===== config.mk =====
export PLATFORM = sky130hd
export DESIGN_NAME = rtsr_readout
export DESIGN_NICKNAME = d
export VERILOG_FILES = /design/src/core/rtsr_pkg.sv /design/src/core/rtsr_fifo.sv /design/src/core/rtsr_readout.sv
export SDC_FILE = /design/constraint.sdc
export NUM_CORES = 1
export LEC_CHECK = 0
export ABC_AREA = 1
export BUFFER_PORTS_ARGS = -buffer_cell sky130_fd_sc_hd__buf_2
export CAP_MARGIN = 0
export CORE_MARGIN = 2
export CORE_UTILIZATION = 60
export DETAILED_ROUTE_END_ITERATION = 16
export GPL_ROUTABILITY_DRIVEN = 0
export PLACE_DENSITY_LB_ADDON = 0.2
export SYNTH_ARGS = -nofsm -noshare
export SYNTH_HDL_FRONTEND = slang
export SYNTH_SLANG_ARGS = --single-unit

===== constraint.sdc =====
create_clock -name clk_sys -period 4.6 [get_ports clk_sys]
set_input_delay 0.46 -clock clk_sys [delete_from_list [all_inputs] [get_ports clk_sys]]
set_output_delay 0.46 -clock clk_sys [all_outputs]
set_load 0.005 [all_outputs]

===== src/core/rtsr_pkg.sv =====
// Contract
// [RULE1] after reset the block keeps converting on its own, no command needed
// [RULE2] a new conversion starts every 0.5s (fast) or 8s (slow variant)
// [RULE3] reads return the last completed conversion, never a partial one
// [RULE4] select falling aborts any conversion; converter stays idle while select low
// [RULE5] with select low the serial port stays active and serves the last result
// [RULE6] select rising resets the serial state and starts a fresh conversion
// [RULE7] master keeps select high 320ms after a start for that conversion to finish
// [RULE8] select falling loads the result into the shift register for the frame
// [RULE9] data leaves msb first, changing on each falling serial clock edge
// [RULE10] a frame is 16 bit periods; master gives 16 clock edges
// [RULE11] bits one and zero of the frame leave the data pin undriven
// [RULE12] temperature is sign plus 12-bit magnitude, 0.0625 C per step
// [RULE13] two's complement in bits 15..3, bit 15 sign, bit 2 always zero
// [RULE14] in reset the port is inactive and the result reads as 0 C
// [RULE15] data pin is driven only while select is low
// [RULE16] no serial data input; clock edges past the frame change nothing
package rtsr_pkg;
  localparam int          CLK_HZ        = 100_000_000;
  localparam int          FAST_PERIOD_MS = 500;
  localparam int          SLOW_PERIOD_MS = 8000;
  localparam int          CONV_TIME_MS   = 250;
  localparam longint      FAST_PERIOD_CYC = longint'(FAST_PERIOD_MS) * CLK_HZ / 1000;
  localparam longint      SLOW_PERIOD_CYC = longint'(SLOW_PERIOD_MS) * CLK_HZ / 1000;
  localparam longint      CONV_TIME_CYC   = longint'(CONV_TIME_MS) * CLK_HZ / 1000;
  localparam int          FRAME_BITS    = 16;
  localparam int          TEMP_BITS     = 13;
  localparam int          HIZ_BITS      = 2;
  localparam logic [15:0] RESULT_RST    = 16'h0000;
  localparam int          FIFO_DEPTH    = 4;
endpackage


===== src/core/rtsr_fifo.sv =====
`timescale 1ns/1ps
module rtsr_fifo #(
  parameter int WIDTH = 13,
  parameter int DEPTH = 4
) (
  input  wire logic             clk_sys,
  input  wire logic             rst,
  input  wire logic             in_valid,
  output logic                  in_ready,
  input  wire logic [WIDTH-1:0] in_data,
  output logic                  out_valid,
  input  wire logic             out_ready,
  output logic      [WIDTH-1:0] out_data
);
  localparam int AW = $clog2(DEPTH);
  typedef struct packed {
    logic [AW:0]   count;
    logic [AW-1:0] wr;
    logic [AW-1:0] rd;
  } rtsr_fifo_s;
  rtsr_fifo_s             st;
  rtsr_fifo_s             next_st;
  logic       [WIDTH-1:0] mem [DEPTH];
  logic                   push;
  logic                   pop;

  assign in_ready  = st.count != (AW+1)'(DEPTH);
  assign out_valid = st.count != '0;
  assign out_data  = mem[st.rd];
  assign push      = in_valid && in_ready;
  assign pop       = out_valid && out_ready;

  always_comb begin
    next_st = st;
    if (push) begin
      next_st.wr = (st.wr == AW'(DEPTH-1)) ? '0 : st.wr + 1'b1;
    end
    if (pop) begin
      next_st.rd = (st.rd == AW'(DEPTH-1)) ? '0 : st.rd + 1'b1;
    end
    next_st.count = st.count + (AW+1)'(push) - (AW+1)'(pop);
  end

  always_ff @(posedge clk_sys) begin
    if (rst) begin
      st <= '0;
    end else begin
      st <= next_st;
    end
    if (push) begin
      mem[st.wr] <= in_data;
    end
  end

  a_fifo_no_overflow: assert property (@(posedge clk_sys) disable iff (rst)
    st.count <= (AW+1)'(DEPTH)) else $error("fifo count above depth");
endmodule


===== src/core/rtsr_readout.sv =====
`timescale 1ns/1ps
module rtsr_readout #(
  parameter longint PERIOD_CYC = rtsr_pkg::FAST_PERIOD_CYC,
  parameter longint CONV_CYC   = rtsr_pkg::CONV_TIME_CYC
) (
  input  wire logic        clk_sys,
  input  wire logic        rst,
  input  wire logic        cs_n,
  input  wire logic        sck,
  output logic             sdo,
  output logic             sdo_oe_n,
  input  wire logic [12:0] adc_code,
  output logic             conv_active,
  output logic             sample_strobe
);
  typedef enum {CONV, WAIT, IDLE} rtsr_state_e;
  typedef struct packed {
    rtsr_state_e state;
    logic [39:0] timer;
    logic [15:0] result;
    logic [15:0] shreg;
    logic [4:0]  bitcnt;
    logic        sdo;
    logic        oe_n;
    logic [1:0]  cs_sync;
    logic [1:0]  sck_sync;
    logic        cs_q;
    logic        sck_q;
  } rtsr_s;

  rtsr_s       st;
  rtsr_s       next_st;
  logic        done_pulse;
  logic        fifo_valid;
  logic [12:0] fifo_data;
  logic        fifo_ready;
  logic        cs_fall;
  logic        cs_rise;
  logic        sck_fall;

  // -------------------------------------------------
  // completed codes pass a small buffer into result
  // -------------------------------------------------
  rtsr_fifo #(.WIDTH(rtsr_pkg::TEMP_BITS), .DEPTH(rtsr_pkg::FIFO_DEPTH)) u_fifo (
    .clk_sys   (clk_sys),
    .rst       (rst),
    .in_valid  (done_pulse),
    .in_ready  (fifo_ready),
    .in_data   (adc_code),
    .out_valid (fifo_valid),
    .out_ready (1'b1),
    .out_data  (fifo_data)
  );

  assign cs_fall  = st.cs_q && !st.cs_sync[1];
  assign cs_rise  = !st.cs_q && st.cs_sync[1];
  assign sck_fall = st.sck_q && !st.sck_sync[1];
  // a conversion only counts once its full time has elapsed
  assign done_pulse    = st.state == CONV && st.timer == 40'(CONV_CYC - 1)
                         && st.cs_sync[1] && fifo_ready; // [RULE3]
  assign conv_active   = st.state == CONV;
  assign sample_strobe = done_pulse;
  assign sdo           = st.sdo;
  assign sdo_oe_n      = st.oe_n;

  // -------------------------------------------------
  // sequencer and serial port
  // -------------------------------------------------
  always_comb begin
    next_st          = st;
    next_st.cs_sync  = {st.cs_sync[0], cs_n};
    next_st.sck_sync = {st.sck_sync[0], sck};
    next_st.cs_q     = st.cs_sync[1];
    next_st.sck_q    = st.sck_sync[1];
    next_st.timer    = st.timer + 40'd1;
    if (fifo_valid) begin
      next_st.result = {fifo_data, 3'b000}; // [RULE12] [RULE13]
    end
    unique case (st.state)
      CONV: begin
        if (st.timer >= 40'(CONV_CYC - 1)) begin
          next_st.state = WAIT;
        end
      end
      WAIT: begin
        if (st.timer >= 40'(PERIOD_CYC - 1)) begin
          next_st.state = CONV; // [RULE1] [RULE2]
          next_st.timer = '0;
        end
      end
      IDLE: begin
        next_st.timer = '0;
      end
    endcase
    if (cs_fall) begin
      next_st.state  = IDLE; // [RULE4]
      next_st.shreg  = st.result; // [RULE8]
      next_st.sdo    = st.result[15];
      next_st.oe_n   = 1'b0; // [RULE15]
      next_st.bitcnt = 5'd0;
    end else if (cs_rise) begin
      next_st.state  = CONV; // [RULE6]
      next_st.timer  = '0;
      next_st.oe_n   = 1'b1; // [RULE15]
      next_st.bitcnt = 5'd0;
      next_st.sdo    = 1'b0;
    end else if (!st.cs_q && sck_fall && st.bitcnt < 5'(rtsr_pkg::FRAME_BITS)) begin
      next_st.bitcnt = st.bitcnt + 5'd1; // [RULE5] [RULE10] [RULE16]
      next_st.shreg  = {st.shreg[14:0], 1'b0};
      next_st.sdo    = st.shreg[14]; // [RULE9]
      if (st.bitcnt + 5'd1 >= 5'(rtsr_pkg::FRAME_BITS - rtsr_pkg::HIZ_BITS)) begin
        next_st.oe_n = 1'b1; // [RULE11]
      end
    end
  end

  always_ff @(posedge clk_sys) begin
    if (rst) begin
      st          <= '0;
      st.state    <= CONV; // [RULE1]
      st.result   <= rtsr_pkg::RESULT_RST; // [RULE14]
      st.oe_n     <= 1'b1; // [RULE14]
      st.cs_sync  <= 2'b11;
      st.cs_q     <= 1'b1;
    end else begin
      st <= next_st;
    end
  end

  // -------------------------------------------------
  // checks
  // -------------------------------------------------
  a_abort_on_fall: assert property (@(posedge clk_sys) disable iff (rst)
    cs_fall |=> st.state == IDLE && !conv_active) else $error("no abort"); // [RULE4]
  a_idle_holds: assert property (@(posedge clk_sys) disable iff (rst)
    st.state == IDLE && !st.cs_q && !cs_rise |=> st.state == IDLE)
    else $error("left idle with select low"); // [RULE4]
  a_start_on_rise: assert property (@(posedge clk_sys) disable iff (rst)
    cs_rise |=> st.state == CONV && st.timer == 0 && st.bitcnt == 0)
    else $error("no restart"); // [RULE6]
  a_load_on_fall: assert property (@(posedge clk_sys) disable iff (rst)
    cs_fall |=> st.shreg == $past(st.result) && !sdo_oe_n)
    else $error("frame not loaded"); // [RULE8]
  a_drive_when_sel: assert property (@(posedge clk_sys) disable iff (rst)
    !sdo_oe_n |-> !st.cs_q || cs_rise) else $error("drive with select high"); // [RULE15]
  a_tail_hiz: assert property (@(posedge clk_sys) disable iff (rst)
    st.bitcnt >= 5'd14 |-> sdo_oe_n) else $error("tail bits driven"); // [RULE11]
  a_bit2_zero: assert property (@(posedge clk_sys) disable iff (rst)
    st.result[2:0] == 3'b000) else $error("low bits not zero"); // [RULE13]
  // the pin itself, not only the stored word, must show zero in the bit two slot
  a_bit2_pin: assert property (@(posedge clk_sys) disable iff (rst) // [RULE13]
    !sdo_oe_n && st.bitcnt == 5'd13 |-> !sdo) else $error("bit two driven high");
  a_shift_step: assert property (@(posedge clk_sys) disable iff (rst)
    !st.cs_q && sck_fall && !cs_rise && !cs_fall && st.bitcnt < 5'd16
    |=> st.bitcnt == $past(st.bitcnt) + 5'd1 && sdo == $past(st.shreg[14]))
    else $error("bad shift"); // [RULE9]
  a_frame_limit: assert property (@(posedge clk_sys) disable iff (rst)
    st.bitcnt <= 5'd16) else $error("frame overrun"); // [RULE16]
  a_result_update: assert property (@(posedge clk_sys) disable iff (rst)
    done_pulse |=> ##1 st.result[15:3] == $past(adc_code, 2))
    else $error("result not updated"); // [RULE3]
endmodule


==> results.yml <==
status:
  status: "complete, no violations"
pwr:
  power_frac_comb: 0.185
  ir_drop_mv: 0.492
  power.switching_w: 0.00104
  p_sw_frac: 0.308
  p_clk_frac: 0.369
  internal_power_w: 0.00234
  p_leak_nw: 2.73
  p_per_area_mw_per_mm2: 467
  power_frac_seq: 0.446
critical_path:
  slowest_stage: "nor2_1"
  cp-end-kind: "flip-flop"
  cp-start-kind: "flip-flop"
  path_max_fanout: 13
  cp_num_cells: 9
  r2r_end: "u_fifo.mem[0][11]"
  path_delay_family: "simple AND/OR/NAND/NOR gates"
  cp_cell_sequence: "ha_1 > nand2_2 > nor2_1 > nand2_1 > nor2_1 > nand2_1 > nor2_2 > inv_1 > nor2_1"
  crit_start: "st[45]"
  crit_buf_inv: 1
  crit_type: "flip-flop to flip-flop"
  required_ns: 4.74
  r2r_cells: 9
  r2r_slack_ns: 1.71
  cpPeakStageDelay_ns: 0.86
  endpoint: "u_fifo.mem[0][11]"
  cp_common_cell: "nor2_1"
  critical_path_arrival_ns: 3.03
  worstReg2RegStart: "st[45]"
finish:
  drive_above_1_share: 0.106
  fin_cells: 930
  nets: 811
  final_util: 0.674
  filler_cell_count: 901
  synthToLayoutAreaGrowth_pct: 10.8
  antennaDiodeCount: 0
  final_cell_area_mm2: 0.00724
placed_design:
  dp_hpwl_um: 9980
  portBuffers: 20
  dp.cells: 899
  place_area_mm2: 0.00670
synthesis:
  synth_xor_area_frac: 0.0322
  synth_adder_area_share: 0.0318
  syn_area_per_cell_um2: 8.58
  ys_types: 42
  synth.mux.area_fraction: 0.0199
  synth-compound-area-share: 0.0932
  synth_cells: 762
  synth_nets: 795
  synth_top_family_by_area: "simple AND/OR/NAND/NOR gates"
  ys.warnings.count: 0
  synthSimpleGateAreaFrac: 0.247
  synth-seq-cells: 141
  synth_area_mm2: 0.00654
  ys_seq_area_frac: 0.512
floorplanning:
  die_w_um: 108
  dieHeight_um: 108
  initial_utilization: 0.608
  fp-row-count: 38
  die-area_mm2: 0.0117
  coreArea_mm2: 0.0107
  pin_count: 21
timing:
  min_period_ns: 2.89
  tightest_slew_ns: 1.10
  final_hold_viol_count: 0
  finalCritPeriodShare: 0.628
  setup_viol: 0
  setup_tns_ns: 0
  finClkSkew_ns: 0.00936
  slew-limit-headroom: 0.265
  max_freq_ghz: 0.346
  whs_ns: 0.120
  slew_violations: 0
  rsz0062_at_grt: "no"
min_path:
  hold_class: "input port to flip-flop"
detailed_routing:
  dr.pass1.iters: 5
  drtAntennaViolNets: 0
  drt_iter0_drc: 328
  wl_per_cell_um: 14.8
  drcViolationCount: 0
  via_count: 5117
  viasPerCell: 5.50
  wirelength_um: 13800
flow_run:
  drv_cap: 0
clocking:
  clock_tree.htree_level_count: 4
  clock-sinks: 141
  cts_setup_buffers: 0
  insertion_delay_ns: 0.53
  hold_buffers: 0
  clk_pin_slew_ns: 0.06
  cts-root-buf: "clkbuf_8"
  clock_path_buffers: 2
  cts_buffers: 17
  cts_resized: 0
  cts_tree: "yes"
grt:
  grt_max_degree: 36
  grt_antenna_before_repair: 0
  grt_pass1_vias: 4899
  gr-total-overflow: 0
  grt_pass1_wl_um: 22900
  grt_usage: 0.254
final cells by class:
type                            instances  area [um^2]  share of cell area
Clock buffer                           18          418              0.0577
Multi-Input combinational cell        515         2770               0.383
Tap cell                              140          175              0.0242
Sequential cell                       141         3340               0.462
Clock inverter                         13          118              0.0162
Inverter                               82          308              0.0425
Timing Repair Buffer                   21          108              0.0149
power by group through the flow:
stage	Clock, W	Combinational (W)	Sequential, W
after floorplan	0	0.000555	0.00147
after global placement	0	0.000604	0.00153
after detailed placement	0	0.000621	0.00154
after CTS	0.00127	0.000630	0.00151
after global routing	0.00132	0.000723	0.00153
final	0.00125	0.000625	0.00151
synthesized netlist by cell type, drive strengths merged:
library cell	count	share of area
a31o	1	0.0013
xor2	17	0.023
nor3b	4	0.0069
clkbuf	15	0.0086
nor3	19	0.017
or2	3	0.0029
o21ai	52	0.040
nand2	128	0.076
a31oi	14	0.013
a211oi	3	0.0034
xnor2	7	0.0094
ha	15	0.029
a21oi	16	0.013
o211ai	1	0.0011
o221ai	13	0.017
nor4	9	0.0086
nand4	16	0.016
o2111ai	1	0.0013
inv	82	0.047
edfxtp	52	0.24
buf	9	0.0090
o211a	1	0.0015
nor2	144	0.090
dfxtp	89	0.27
nand3	34	0.027
fa	1	0.0031
mux2i	13	0.020
nand3b	2	0.0023
o22ai	1	0.00096
flip-flops by register name, indices dropped and copies added (netlist names):
signal,count
st,76
u_fifo.mem,52
u_fifo.st,7
next_st,4
sdo,1
sdo_oe_n,1
cell families after synthesis:
| logic type | count (synthesis) |
|---|---|
| and+or+nand+nor | 359 |
| DFF | 141 |
| buffers and inverters | 106 |
| AOI/OAI and AO/OA | 103 |
| xor gates and xnor gates | 24 |
| adders and majority gates | 16 |
| muxes | 13 |
layer usage:
metal / vias up / part of all wire / track usage
li1: 2585 / - / -
met1: 2356 / 0.45 / 0.325
met2: 151 / 0.47 / 0.423
met3: 25 / 0.059 / 0.0591
met4: 0 / 0.019 / 0.0934
met5: - / 0 / 0
worst min-delay path by stage:
stage          slack, ns  cells past startpoint          to  startpoint
3_3_place_gp        0.40                      2  next_st[0]  next_st[3]
6_report            0.12                      2  next_st[5]        cs_n
4_1_cts             0.10                      2  next_st[5]        cs_n
3_5_place_dp        0.41                      2  next_st[0]  next_st[3]
2_1_floorplan       0.39                      2  next_st[0]  next_st[3]
5_1_grt             0.11                      2  next_st[5]        cs_n
per-stage QoR:
| step | power, W | setup WS (ns) |
|---|---|---|
| floorplan | 0.00202 | 2.26 |
| global placement | 0.00214 | 1.87 |
| detailed placement | 0.00216 | 1.72 |
| CTS | 0.00341 | 1.69 |
| global route | 0.00357 | 1.39 |
| finish | 0.00338 | 1.71 |
cells in the final DEF (no fill, tap or decap), types with 2 or more instances in the layout:
cell          n
xor2_1       17
nor4_1        9
or2_2         3
buf_2        20
inv_2         3
nor3b_2       3
a211oi_1      3
edfxtp_1     52
nand4_1      15
clkbuf_16    16
ha_1         15
clkinv_2      2
a31oi_1      14
dfxtp_1      89
xnor2_1       7
nor2_1      132
nand2_1     121
inv_6         3
nand3_1      33
mux2i_1      13
nor3_1       17
o221ai_1     13
a21oi_1      15
nand2_2       7
nor2_4        3
nor2_2        9
nand3b_1      2
inv_1        79
o21ai_0      51
clkinvlp_4    3
(Power assumes the default switching activity.)
